[config.mk]
export PLATFORM = sky130hd
export DESIGN_NAME = mctb_balance
export DESIGN_NICKNAME = d
export VERILOG_FILES = /design/src/mctb_pkg.sv /design/src/mctb_balance.sv
export SDC_FILE = /design/constraint.sdc
export NUM_CORES = 2
export LEC_CHECK = 0
export ABC_CLOCK_PERIOD_IN_PS = 60500
export BUFFER_PORTS_ARGS = -buffer_cell sky130_fd_sc_hd__buf_2
export CORE_MARGIN = 2
export CORE_UTILIZATION = 55
export DETAILED_ROUTE_END_ITERATION = 7
export GPL_ROUTABILITY_DRIVEN = 0
export GPL_TIMING_DRIVEN = 1
export PLACE_DENSITY_LB_ADDON = 0.2
export SYNTH_ARGS = -nofsm -noshare
export SYNTH_HDL_FRONTEND = slang
export SYNTH_SLANG_ARGS = --single-unit
export TNS_END_PERCENT = 100
[constraint.sdc]
create_clock -name clk -period 60.5 [get_ports clk]
set_clock_uncertainty 0.05 [all_clocks]
set_input_delay 6.05 -clock clk [delete_from_list [all_inputs] [get_ports clk]]
set_output_delay 6.05 -clock clk [all_outputs]
set_load 0.005 [all_outputs]
[src/mctb_pkg.sv]
`default_nettype none
package mctb_pkg;
  // Clock and timebase.
  localparam int CLK_PERIOD_PS = 5000;
  localparam int TICK_PS = 250;
  localparam int CUR_SAMPLE_US = 200;
  localparam int TEMP_SAMPLE_US = 8000;
  localparam int CUR_BAL_US = 2000;
  localparam int TEMP_BAL_US = 100000;
  localparam int CUR_SAMPLE_CYC = (CUR_SAMPLE_US * 1000000) / CLK_PERIOD_PS;
  localparam int TEMP_SAMPLE_TICKS = TEMP_SAMPLE_US / CUR_SAMPLE_US;
  localparam int CUR_BAL_TICKS = CUR_BAL_US / CUR_SAMPLE_US;
  localparam int TEMP_BAL_TICKS = TEMP_BAL_US / CUR_SAMPLE_US;
  localparam int TICK_CNT_W = 10;
  // Pulse-width arithmetic.
  localparam int DUTY_W = 16;
  localparam int DUTY_FRAC = 11;
  localparam int PRD_W = 16;
  localparam int PRD_PRESCALE = 16;
  localparam int PROD_W = DUTY_W + PRD_W + 1;
  localparam int ROUND_HALF = 1 << (DUTY_FRAC - 1);
  localparam int PW_W = 24;
  localparam logic [DUTY_W-1:0] DUTY_FULL = 16'h8000;
  localparam int F_TICK_KHZ = 1000000000 / TICK_PS;
  localparam int FSW_KHZ_DEF = 500;
  localparam int PRD_DEF = (F_TICK_KHZ + FSW_KHZ_DEF * PRD_PRESCALE / 2)
                           / (FSW_KHZ_DEF * PRD_PRESCALE);
  // Balancing arithmetic.
  localparam int MEAS_W = 16;
  localparam int TRIM_W = 8;
  localparam int LIM_W = TRIM_W - 1;
  localparam int STEP_W = 3;
  localparam int STEP_MA = 125;
  localparam logic [STEP_W-1:0] STEP_MAX = 3'h5;
  // Register map, word index on the register port.
  localparam int ADDR_W = 5;
  localparam int DATA_W = 16;
  localparam logic [ADDR_W-1:0] REG_CTRL = 5'h00;
  localparam logic [ADDR_W-1:0] REG_PERIOD = 5'h01;
  localparam logic [ADDR_W-1:0] REG_CUR_LIM = 5'h02;
  localparam logic [ADDR_W-1:0] REG_TEMP_LIM = 5'h03;
  localparam logic [ADDR_W-1:0] REG_TEMP_THR = 5'h04;
  localparam logic [ADDR_W-1:0] REG_MIN_LOAD = 5'h05;
  localparam logic [ADDR_W-1:0] REG_PHASE_MASK = 5'h06;
  localparam logic [ADDR_W-1:0] REG_STATUS = 5'h07;
  localparam logic [ADDR_W-1:0] REG_TRIM_BASE = 5'h10;
  localparam int CTRL_EN_BIT = 0;
  localparam int CTRL_TEMP_BIT = 1;
  localparam logic [1:0] CTRL_RST = 2'h0;
  localparam logic [LIM_W-1:0] CUR_LIM_RST = 7'h20;
  localparam logic [LIM_W-1:0] TEMP_LIM_RST = 7'h20;
  localparam logic [MEAS_W-1:0] TEMP_THR_RST = 16'h0004;
  localparam logic [MEAS_W-1:0] MIN_LOAD_RST = 16'hffff;
endpackage
`default_nettype wire

[src/mctb_balance.sv]
// The register addresses and strobed register access are this design's own decisions.
`default_nettype none
module mctb_balance
  import mctb_pkg::*;
#(
  parameter int NPH = 4,
  parameter int SAMPLE_CYC = CUR_SAMPLE_CYC,
  parameter logic [PRD_W-1:0] PRD_RST = PRD_W'(PRD_DEF)
) (
  input wire logic clk, // System clock, 200 MHz.
  input wire logic rst, // Asynchronous reset, active high.
  input wire logic [ADDR_W-1:0] reg_addr, // Register word index.
  input wire logic [DATA_W-1:0] reg_wr_data, // Register write data.
  input wire logic reg_wr, // Register write strobe.
  input wire logic reg_rd, // Register read strobe.
  output logic [DATA_W-1:0] reg_rd_data, // Read data, one cycle later.
  input wire logic soft_start_done, // Pin: soft-start ramp finished.
  input wire logic output_in_regulation, // Pin: rail in regulation.
  input wire logic [DUTY_W-1:0] duty, // Compensated duty word, signed.
  input wire logic [NPH*MEAS_W-1:0] phase_current, // Phase currents, mA.
  input wire logic [NPH*MEAS_W-1:0] phase_temp, // Phase temperatures.
  output logic [NPH*PW_W-1:0] phase_pulse_width, // Widths in ticks, signed.
  output logic balance_active // Balancing running.
);
  localparam int IDX_W = (NPH > 1) ? $clog2(NPH) : 1;
  localparam int LOAD_W = MEAS_W + IDX_W + 1;
  localparam int CYC_W = $clog2(SAMPLE_CYC + 1);

  typedef logic [NPH-1:0][TRIM_W-1:0] mctb_trim_t;

  function automatic logic [TRIM_W-1:0] sat_add(input logic [TRIM_W-1:0] t,
                                                input logic signed [TRIM_W+1:0] d,
                                                input logic [LIM_W-1:0] lim);
    logic signed [TRIM_W+1:0] s;
    logic signed [TRIM_W+1:0] l;
    s = $signed({{2{t[TRIM_W-1]}}, t}) + d;
    l = $signed({3'h0, lim});
    if (s > l) begin
      s = l;
    end else if (s < -l) begin
      s = -l;
    end
    return s[TRIM_W-1:0];
  endfunction

  // Pin synchronisers.
  logic [1:0] ss_sync_ff, pg_sync_ff, nxt_ss_sync, nxt_pg_sync;
  always_comb begin
    nxt_ss_sync = {ss_sync_ff[0], soft_start_done};
    nxt_pg_sync = {pg_sync_ff[0], output_in_regulation};
  end
  always_ff @(posedge clk or posedge rst) begin
    if (rst) begin
      ss_sync_ff <= 2'h0;
      pg_sync_ff <= 2'h0;
    end else begin
      ss_sync_ff <= nxt_ss_sync;
      pg_sync_ff <= nxt_pg_sync;
    end
  end

  // Registers.
  logic [1:0] ctrl_ff, nxt_ctrl;
  logic [PRD_W-1:0] prd_ff, nxt_prd;
  logic [LIM_W-1:0] cur_lim_ff, nxt_cur_lim, tmp_lim_ff, nxt_tmp_lim;
  logic [MEAS_W-1:0] tmp_thr_ff, nxt_tmp_thr, min_load_ff, nxt_min_load;
  logic [NPH-1:0] mask_ff, nxt_mask;
  logic [DATA_W-1:0] rd_data_ff, nxt_rd_data;
  logic active_ff, nxt_active;
  logic [STEP_W-1:0] step_ff, nxt_step;
  logic [IDX_W-1:0] c_hi, c_lo, t_hi, t_lo;
  mctb_trim_t cur_trim_ff, nxt_cur_trim, tmp_trim_ff, nxt_tmp_trim;

  always_comb begin
    nxt_ctrl = ctrl_ff;
    nxt_prd = prd_ff;
    nxt_cur_lim = cur_lim_ff;
    nxt_tmp_lim = tmp_lim_ff;
    nxt_tmp_thr = tmp_thr_ff;
    nxt_min_load = min_load_ff;
    nxt_mask = mask_ff;
    nxt_rd_data = '0;
    if (reg_wr) begin
      case (reg_addr)
        REG_CTRL: nxt_ctrl = reg_wr_data[1:0];
        REG_PERIOD: nxt_prd = reg_wr_data[PRD_W-1:0];
        REG_CUR_LIM: nxt_cur_lim = reg_wr_data[LIM_W-1:0];
        REG_TEMP_LIM: nxt_tmp_lim = reg_wr_data[LIM_W-1:0];
        REG_TEMP_THR: nxt_tmp_thr = reg_wr_data[MEAS_W-1:0];
        REG_MIN_LOAD: nxt_min_load = reg_wr_data[MEAS_W-1:0];
        REG_PHASE_MASK: nxt_mask = reg_wr_data[NPH-1:0];
        default: ;
      endcase
    end
    if (reg_rd) begin
      case (reg_addr)
        REG_CTRL: nxt_rd_data = DATA_W'(ctrl_ff);
        REG_PERIOD: nxt_rd_data = DATA_W'(prd_ff);
        REG_CUR_LIM: nxt_rd_data = DATA_W'(cur_lim_ff);
        REG_TEMP_LIM: nxt_rd_data = DATA_W'(tmp_lim_ff);
        REG_TEMP_THR: nxt_rd_data = DATA_W'(tmp_thr_ff);
        REG_MIN_LOAD: nxt_rd_data = DATA_W'(min_load_ff);
        REG_PHASE_MASK: nxt_rd_data = DATA_W'(mask_ff);
        REG_STATUS: nxt_rd_data = DATA_W'({active_ff, step_ff, c_lo, c_hi});
        default: begin
          for (int i = 0; i < NPH; i++) begin
            if (reg_addr == REG_TRIM_BASE + ADDR_W'(i)) begin
              nxt_rd_data = {tmp_trim_ff[i], cur_trim_ff[i]};
            end
          end
        end
      endcase
    end
  end
  always_ff @(posedge clk or posedge rst) begin
    if (rst) begin
      ctrl_ff <= CTRL_RST;
      prd_ff <= PRD_RST;
      cur_lim_ff <= CUR_LIM_RST;
      tmp_lim_ff <= TEMP_LIM_RST;
      tmp_thr_ff <= TEMP_THR_RST;
      min_load_ff <= MIN_LOAD_RST;
      mask_ff <= '1;
      rd_data_ff <= '0;
    end else begin
      ctrl_ff <= nxt_ctrl;
      prd_ff <= nxt_prd;
      cur_lim_ff <= nxt_cur_lim;
      tmp_lim_ff <= nxt_tmp_lim;
      tmp_thr_ff <= nxt_tmp_thr;
      min_load_ff <= nxt_min_load;
      mask_ff <= nxt_mask;
      rd_data_ff <= nxt_rd_data;
    end
  end
  assign reg_rd_data = rd_data_ff;

  // Timebase: one 200 us tick drives sampling and both balance periods.
  logic [CYC_W-1:0] cyc_ff, nxt_cyc;
  logic [TICK_CNT_W-1:0] cb_ff, nxt_cb, ts_ff, nxt_ts, tb_ff, nxt_tb;
  logic cur_evt_ff, nxt_cur_evt, tmp_evt_ff, nxt_tmp_evt, tsmp_ff, nxt_tsmp;
  logic tick;
  always_comb begin
    tick = (cyc_ff == CYC_W'(SAMPLE_CYC - 1));
    nxt_cyc = tick ? '0 : cyc_ff + 1'b1;
    nxt_cb = cb_ff;
    nxt_ts = ts_ff;
    nxt_tb = tb_ff;
    nxt_cur_evt = 1'b0;
    nxt_tmp_evt = 1'b0;
    nxt_tsmp = 1'b0;
    if (tick) begin
      nxt_cb = (cb_ff == TICK_CNT_W'(CUR_BAL_TICKS - 1)) ? '0 : cb_ff + 1'b1;
      nxt_ts = (ts_ff == TICK_CNT_W'(TEMP_SAMPLE_TICKS - 1)) ? '0 : ts_ff + 1'b1;
      nxt_tb = (tb_ff == TICK_CNT_W'(TEMP_BAL_TICKS - 1)) ? '0 : tb_ff + 1'b1;
      nxt_cur_evt = (cb_ff == TICK_CNT_W'(CUR_BAL_TICKS - 1));
      nxt_tsmp = (ts_ff == TICK_CNT_W'(TEMP_SAMPLE_TICKS - 1));
      nxt_tmp_evt = (tb_ff == TICK_CNT_W'(TEMP_BAL_TICKS - 1));
    end
  end
  always_ff @(posedge clk or posedge rst) begin
    if (rst) begin
      cyc_ff <= '0;
      cb_ff <= '0;
      ts_ff <= '0;
      tb_ff <= '0;
      cur_evt_ff <= 1'b0;
      tmp_evt_ff <= 1'b0;
      tsmp_ff <= 1'b0;
    end else begin
      cyc_ff <= nxt_cyc;
      cb_ff <= nxt_cb;
      ts_ff <= nxt_ts;
      tb_ff <= nxt_tb;
      cur_evt_ff <= nxt_cur_evt;
      tmp_evt_ff <= nxt_tmp_evt;
      tsmp_ff <= nxt_tsmp;
    end
  end

  // Stored measurements.
  logic [NPH-1:0][MEAS_W-1:0] cur_ff, nxt_cur, tmp_ff, nxt_tmp;
  always_comb begin
    nxt_cur = tick ? phase_current : cur_ff;
    nxt_tmp = tsmp_ff ? phase_temp : tmp_ff;
  end
  always_ff @(posedge clk or posedge rst) begin
    if (rst) begin
      cur_ff <= '0;
      tmp_ff <= '0;
    end else begin
      cur_ff <= nxt_cur;
      tmp_ff <= nxt_tmp;
    end
  end

  // Extremes among enabled phases; ties keep the lowest index.
  logic [IDX_W:0] n_on;
  logic [LOAD_W-1:0] load_sum;
  logic [MEAS_W-1:0] c_spread, t_spread;
  logic [MEAS_W-1:0] c_q;
  logic [STEP_W-1:0] step;
  always_comb begin
    n_on = '0;
    load_sum = '0;
    c_hi = '0;
    c_lo = '0;
    t_hi = '0;
    t_lo = '0;
    for (int i = 0; i < NPH; i++) begin
      if (mask_ff[i]) begin
        if (n_on == '0) begin
          c_hi = IDX_W'(i);
          c_lo = IDX_W'(i);
          t_hi = IDX_W'(i);
          t_lo = IDX_W'(i);
        end else begin
          if (cur_ff[i] > cur_ff[c_hi]) c_hi = IDX_W'(i);
          if (cur_ff[i] < cur_ff[c_lo]) c_lo = IDX_W'(i);
          if (tmp_ff[i] > tmp_ff[t_hi]) t_hi = IDX_W'(i);
          if (tmp_ff[i] < tmp_ff[t_lo]) t_lo = IDX_W'(i);
        end
        n_on = n_on + 1'b1;
        load_sum = load_sum + LOAD_W'(cur_ff[i]);
      end
    end
    c_spread = cur_ff[c_hi] - cur_ff[c_lo];
    t_spread = tmp_ff[t_hi] - tmp_ff[t_lo];
    c_q = c_spread / MEAS_W'(STEP_MA);
    step = (c_q > MEAS_W'(STEP_MAX)) ? STEP_MAX : c_q[STEP_W-1:0];
  end

  // Trim state.
  logic c_ok, t_ok;
  always_comb begin
    nxt_active = ctrl_ff[CTRL_EN_BIT] & ss_sync_ff[1] & pg_sync_ff[1];
    nxt_cur_trim = cur_trim_ff;
    nxt_tmp_trim = tmp_trim_ff;
    nxt_step = step_ff;
    c_ok = (n_on > 1) && (c_hi != c_lo);
    t_ok = (n_on > 1) && (t_hi != t_lo) && ctrl_ff[CTRL_TEMP_BIT] &&
           (t_spread > tmp_thr_ff) && (load_sum >= LOAD_W'(min_load_ff));
    if (!active_ff) begin
      nxt_cur_trim = '0;
      nxt_tmp_trim = '0;
      nxt_step = '0;
    end else begin
      if (cur_evt_ff && c_ok) begin
        nxt_step = step;
        nxt_cur_trim[c_lo] = sat_add(cur_trim_ff[c_lo], (TRIM_W+2)'(step), cur_lim_ff);
        nxt_cur_trim[c_hi] = sat_add(cur_trim_ff[c_hi], -(TRIM_W+2)'(step), cur_lim_ff);
      end
      if (tmp_evt_ff && t_ok) begin
        nxt_tmp_trim[t_lo] = sat_add(tmp_trim_ff[t_lo], (TRIM_W+2)'(1), tmp_lim_ff);
        nxt_tmp_trim[t_hi] = sat_add(tmp_trim_ff[t_hi], -(TRIM_W+2)'(1), tmp_lim_ff);
      end
    end
    // keep trims inside a lowered limit
    for (int i = 0; i < NPH; i++) begin
      nxt_cur_trim[i] = sat_add(nxt_cur_trim[i], '0, cur_lim_ff);
      nxt_tmp_trim[i] = sat_add(nxt_tmp_trim[i], '0, tmp_lim_ff);
    end
  end
  always_ff @(posedge clk or posedge rst) begin
    if (rst) begin
      active_ff <= 1'b0;
      cur_trim_ff <= '0;
      tmp_trim_ff <= '0;
      step_ff <= '0;
    end else begin
      active_ff <= nxt_active;
      cur_trim_ff <= nxt_cur_trim;
      tmp_trim_ff <= nxt_tmp_trim;
      step_ff <= nxt_step;
    end
  end
  assign balance_active = active_ff;

  // Pulse widths, one tick per trim unit.
  logic [NPH-1:0][PW_W-1:0] pw_ff, nxt_pw;
  logic signed [PROD_W-1:0] prod;
  logic signed [PROD_W-DUTY_FRAC-1:0] base;
  always_comb begin
    prod = $signed(duty) * $signed({1'b0, prd_ff}) + PROD_W'(ROUND_HALF);
    base = prod[PROD_W-1:DUTY_FRAC];
    for (int i = 0; i < NPH; i++) begin
      nxt_pw[i] = PW_W'(base) + PW_W'($signed(cur_trim_ff[i])) +
                  PW_W'($signed(tmp_trim_ff[i]));
    end
  end
  always_ff @(posedge clk or posedge rst) begin
    if (rst) begin
      pw_ff <= '0;
    end else begin
      pw_ff <= nxt_pw;
    end
  end
  assign phase_pulse_width = pw_ff;

  // Checks.
  logic signed [TRIM_W+IDX_W:0] cur_sum;
  logic at_lim, over_lim;
  always_comb begin
    cur_sum = '0;
    at_lim = 1'b0;
    over_lim = 1'b0;
    for (int i = 0; i < NPH; i++) begin
      cur_sum = cur_sum + (TRIM_W+IDX_W+1)'($signed(cur_trim_ff[i]));
      at_lim |= ($signed(cur_trim_ff[i]) == $signed({1'b0, cur_lim_ff})) ||
                ($signed(cur_trim_ff[i]) == -$signed({1'b0, cur_lim_ff}));
      over_lim |= ($signed(cur_trim_ff[i]) > $signed({1'b0, cur_lim_ff})) ||
                  ($signed(tmp_trim_ff[i]) > $signed({1'b0, tmp_lim_ff}));
    end
  end
endmodule
`default_nettype wire

; Yosys cells after proc, flatten, opt, wreduce, memory -nomap -nowiden
; Cells that the tools add are included.
[word_totals]
register_bits = 429
latchBits = 0
ramBits = 0
rom_bits = 0
out_inout_bits = 113
word_cells = 307
mem_count = 0
[op_classes]
n_addsub = 28
mul = 1
n_div = 1
magnitude_cmp = 56
eq_ne = 18
shifts = 0
muxes = 140
bitwise = 2
reduce_logical = 22
[op_table]
columns = cell, count
row1 = $bmux 16 s2, 12
row2 = $mux 8, 40
row3 = $mux 16, 19
row4 = $bwmux 32, 4
row5 = $mux 32, 4
row6 = $pmux 16 s8, 1
row7 = $gt 16x16->1, 7
row8 = $add 23x8->24, 4
row9 = $lt 16x16->1, 6
row10 = $add 22x8->23, 4
row11 = $lt 8x10->1, 8
row12 = $bmux 8 s2, 4
row13 = $demux 8 s2, 4
row14 = $gt 8x8->1, 8
row15 = $add 19x16->19, 3
row16 = $mux 19, 3
row17 = $mux 2, 24
row18 = $lt 2x3->1 const B, 12
row19 = $add 33x12->33 const B, 1
row20 = $mul 16x17->33, 1
row21 = $sub 16x16->16, 2
row22 = $add 10x1->10 const B, 3
row23 = $lt 9x10->1, 3
row24 = $mux 10, 3
row25 = other kinds (33), 88

; Depth between registers and ports, before layout
[depth]
depth_word = 35
ltp_mapped = 115

; Worst setup path after synthesis
; OpenSTA, ideal clock, no wires.
[synth_path]
path_kind = reg2reg
from = register cur_ff[17] in the netlist's numbering
to = register cur_trim_ff[10] in the netlist's numbering
setup_ps = 142
arrival_ps = 21415
required_time_ps = 60308
path_slack_ps = 38893
path_stages_with_launch = 103
path_buffers = 11
cell_sequence = dfrtp_1 > ha_1 > nor2b_1 > o211ai_1 > a2111o_1 > a32oi_4 > clkbuf_1 > buf_1 > mux2i_1 > ha_1 > nand3_1 > nor4_1 > nor3b_1 > or2_0 > clkbuf_1 > and2_1 > clkbuf_1 > buf_1 > (+67 left out) > a21oi_1 > a21oi_1 > o21ai_0 > ha_1 > nor2b_1 > o21ai_0 > nand2b_1 > a21oi_1 > nor2b_1 > o21ai_0 > nand2b_1 > a21oi_1 > nor2b_1 > o21ai_0 > a31oi_1 > clkbuf_1 > o21ai_0 > a22oi_1
[synth_lines]
columns = item, line
row1 = start: declaration, mctb_balance.sv:182  ; logic [NPH-1:0][MEAS_W-1:0] cur_ff, nxt_cur, tmp_ff, nxt_tmp;
row2 = start signal: assignment, mctb_balance.sv:192  ; cur_ff <= nxt_cur;
row3 = end signal: assignment, mctb_balance.sv:272  ; cur_trim_ff <= nxt_cur_trim;
row4 = end: declaration, mctb_balance.sv:72  ; mctb_trim_t cur_trim_ff, nxt_cur_trim, tmp_trim_ff, nxt_tmp_trim;

==> flow_summary.json <==
{
  "antenna_violating_nets_post_route": 0,
  "hold_path.class": "reg2reg",
  "rows": 112,
  "yosys.area_share.simple_pct": 16.3,
  "pin_count": 284,
  "syn2layout_area_growth_pct": 8.98,
  "report.final.slew_viol_count": 0,
  "cp_slowest_stage_delay_ns": 0.98,
  "yosys_warnings": 0,
  "drt_iter0_drc": 5203,
  "failed_checks": "design-rule violations",
  "synth.distinct_cells": 109,
  "final_cycle_share_pct": 41.5,
  "timing.setup.tns_ns": 0,
  "drtPass1Iterations": 8,
  "cts-root-buf": "sky130_fd_sc_hd__clkbuf_16",
  "netlist_area_sq_um": 51600,
  "relSlewSlack_pct": 13.3,
  "hpwl_mm": 131,
  "final-hold-violation-count": 0,
  "critical_path_top_delay_cell": "sky130_fd_sc_hd__o21ai_0",
  "worst_ep_arrival_time_ns": 25.62,
  "floorplan.die_area_sq_um": 96400,
  "overflow": 0,
  "syn_nets": 7357,
  "post_cts_resized": 0,
  "worstSkewPairLatency_ns": 0.66,
  "layout.nets": 7542,
  "dominantRegCellSynth": "sky130_fd_sc_hd__dfrtp_1",
  "critical_path.endpoint_type": "flip-flop",
  "report.final.setup_viol": 0,
  "synth.area.mux_share_pct": 5.22,
  "clk_transition_reported_paths_ns": 0.06,
  "fillCellCount": 8214,
  "number_of_antenna_violations_at_the_first_check_in_global_routing": 18,
  "synth_compound_gate_area_share_pct": 18.7,
  "dominant_combinational_cell_family_by_area_after_synthesis": "adder cells",
  "drive_gt1_share_pct": 11.2,
  "route.detailed.drc": 16,
  "min_period_ns": 25.12,
  "die_width_microns": 310,
  "async_reset_ff_share_pct": 100,
  "vias_per_std_cell": 6.13,
  "global_route.usage.total_pct": 34.8,
  "max-cap-violations": 0,
  "synth-edff-count": 0,
  "critical_path_peak_fanout": 56,
  "setup_repair_after_global_routing_missed_its_margin": "no",
  "area_used_by_sequential_logic_in_the_layout_sq_um": 10800,
  "wirelength_mm": 168,
  "grt_start_max_net_pins": 115,
  "synth_instances": 6211,
  "ctsLongestPathBuffers": 3,
  "max_freq_mhz": 39.8,
  "synthesized_area_per_cell_sq_um": 8.31,
  "synth_xor_area_share_pct": 4.12,
  "die_h_microns": 310,
  "transition_time_of_the_tightest_slew_check_pin_ns": 1.30,
  "grt_pass1_vias": 45889,
  "timing.critical_path.from_type": "flip-flop",
  "number_of_levels_the_h_tree_was_split_into": 2,
  "holdWs_ns": 0.300,
  "post_cts_hold_buffer_count": 0,
  "cts_inserted_buffers": 53,
  "postSynthRegisterBits": 429,
  "status": "complete, but fails checks",
  "tritoncts_clock_tree": "built",
  "cp_data_required_time_ns": 61.00,
  "grt_pass1_wl_mm": 259,
  "seq_area_frac_synth_pct": 20.9,
  "critical_path_class": "reg2reg",
  "synth-adder-area-share_pct": 28.0,
  "core_region_sq_um": 93200,
  "clock-sinks": 429,
  "post-cts-setup-buffers": 0,
  "portBuffers": 283,
  "vias": 47251,
  "wl_per_cell_microns": 21.8,
  "initial_core_util_pct": 55.4,
  "multi_input_area_sq_um": 37400
}
==> layout by cell type, fill, tap and decap left out, types with 23 or more instances in the layout <==
master                        n
sky130_fd_sc_hd__buf_2      283
sky130_fd_sc_hd__buf_4       74
sky130_fd_sc_hd__clkbuf_16   54
sky130_fd_sc_hd__o211ai_1    31
sky130_fd_sc_hd__nor3_1      95
sky130_fd_sc_hd__a21oi_1    476
sky130_fd_sc_hd__fa_1       293
sky130_fd_sc_hd__inv_1      702
sky130_fd_sc_hd__mux2_2     146
sky130_fd_sc_hd__mux2i_1     94
sky130_fd_sc_hd__or2_2       26
sky130_fd_sc_hd__a211oi_1    37
sky130_fd_sc_hd__xor2_1      73
sky130_fd_sc_hd__and2_1     120
sky130_fd_sc_hd__o21ai_0    560
sky130_fd_sc_hd__and3_1      31
sky130_fd_sc_hd__nand2_1    699
sky130_fd_sc_hd__o21a_1      67
sky130_fd_sc_hd__dfstp_2     29
sky130_fd_sc_hd__xnor2_1    167
sky130_fd_sc_hd__nor2b_1    108
sky130_fd_sc_hd__nand3_1     81
sky130_fd_sc_hd__a221oi_1    32
sky130_fd_sc_hd__a22oi_1     26
sky130_fd_sc_hd__a21o_1      64
sky130_fd_sc_hd__nor2_1     382
sky130_fd_sc_hd__nand4_1     66
sky130_fd_sc_hd__dfrtp_1    399
sky130_fd_sc_hd__nand2b_1    87
sky130_fd_sc_hd__o21bai_1    37
sky130_fd_sc_hd__a31oi_1     34
sky130_fd_sc_hd__ha_1       682
sky130_fd_sc_hd__or3_1       23
==> worst max-delay path: cells and delay by family (launching register included) <==
| kind | cells | cell delay [ns] |
|---|---|---|
| xor+xnor | 5 | 1.55 |
| mux | 5 | 1.75 |
| buf+inv | 2 | 0.50 |
| compound gates | 39 | 10.47 |
| flops | 1 | 0.38 |
| simple gates | 27 | 7.59 |
| fa+ha+maj | 9 | 2.66 |
==> through the flow <==
stage | setup slack [ns] | cells | util, % | cell area, sq um
after floorplan | 38.89 | 6211 | - | 51600
after global placement | 36.77 | 7595 | 58.4 | 54400
after detailed placement | 35.99 | 7595 | 58.4 | 54400
after CTS | 35.90 | 7694 | 60.4 | 56300
after global routing | 33.34 | 7698 | 60.4 | 56300
final | 35.38 | 7702 | 60.4 | 56300
==> flip-flops by register name (all words and copies together), names as in the netlist, 3 cells and up <==
register,count
ts_ff,10
tmp_trim_ff,32
tmp_ff,64
cur_trim_ff,32
min_load_ff,16
cur_lim_ff,7
phase_pulse_width,96
cyc_ff,16
cb_ff,10
tmp_lim_ff,7
step_ff,3
cur_ff,64
reg_rd_data,16
mask_ff,4
prd_ff,16
tb_ff,10
tmp_thr_ff,16
==> per-layer routing <==
| layer | global-route usage, % | wire, microns |
|---|---|---|
| met1 | 45.8 | 67500 |
| met3 | 9.71 | 19200 |
| met2 | 52.4 | 71500 |
| met5 | 0 | 122 |
| met4 | 17.6 | 9600 |
==> cells by family (layout without fill, tap and decap cells) <==
kind of cell,Yosys count,after routing
flops,429,429
simple gates,1795,1795
buf+inv,934,1163
compound gates,1586,1586
other cells,0,8
xor+xnor,242,242
fa+ha+maj,979,979
mux,246,246
==> cell type report <==
| cell class | instances | area share, % |
|---|---|---|
| clock buffers | 70 | 2.65 |
| inverters | 707 | 4.73 |
| multi-input cells | 4848 | 66.5 |
| repair buffers | 357 | 3.50 |
| diodes | 8 | 0.0356 |
| clock inverters | 29 | 0.640 |
| well taps | 1254 | 2.79 |
| flip-flops and latches | 429 | 19.1 |
==> Yosys cell counts (all sizes together) (67+ instances only) <==
master  instances  share of area [%]
o21ai         573                5.6
xnor2         168                2.8
clkbuf        199                1.4
nand2b         87                1.1
inv           705                5.1
nor2          385                2.8
ha            682                 17
mux2          148                3.2
and2          120                1.5
mux2i          98                2.0
nor2b         108                1.3
xor2           74                1.3
fa            293                 11
a21oi         478                4.6
nand3          82               0.80
o21a           67               0.97
dfrtp         400                 19
nand2         703                5.1
nor3          103                1.0
nand4          68               0.86
==> worst paths after layout <==
kind | from | end | slack, ns | cells after the start
worst max-delay path | cur_ff[13] | cur_trim_ff[29] | 35.38 | 87
worst min-delay path | ss_sync_ff[0] | ss_sync_ff[1] | 0.30 | 0
worst max register to register | cur_ff[13] | cur_trim_ff[29] | 35.38 | 87
worst min register to register | ss_sync_ff[0] | ss_sync_ff[1] | 0.30 | 0
max in group asynchronous | rst | tmp_ff[18] | 52.52 | 4
min in group asynchronous | rst | cyc_ff[0] | 5.47 | 2
Power is not shown: default switching activity piles up to over one toggle a cycle in this logic, so the estimate is an artifact.
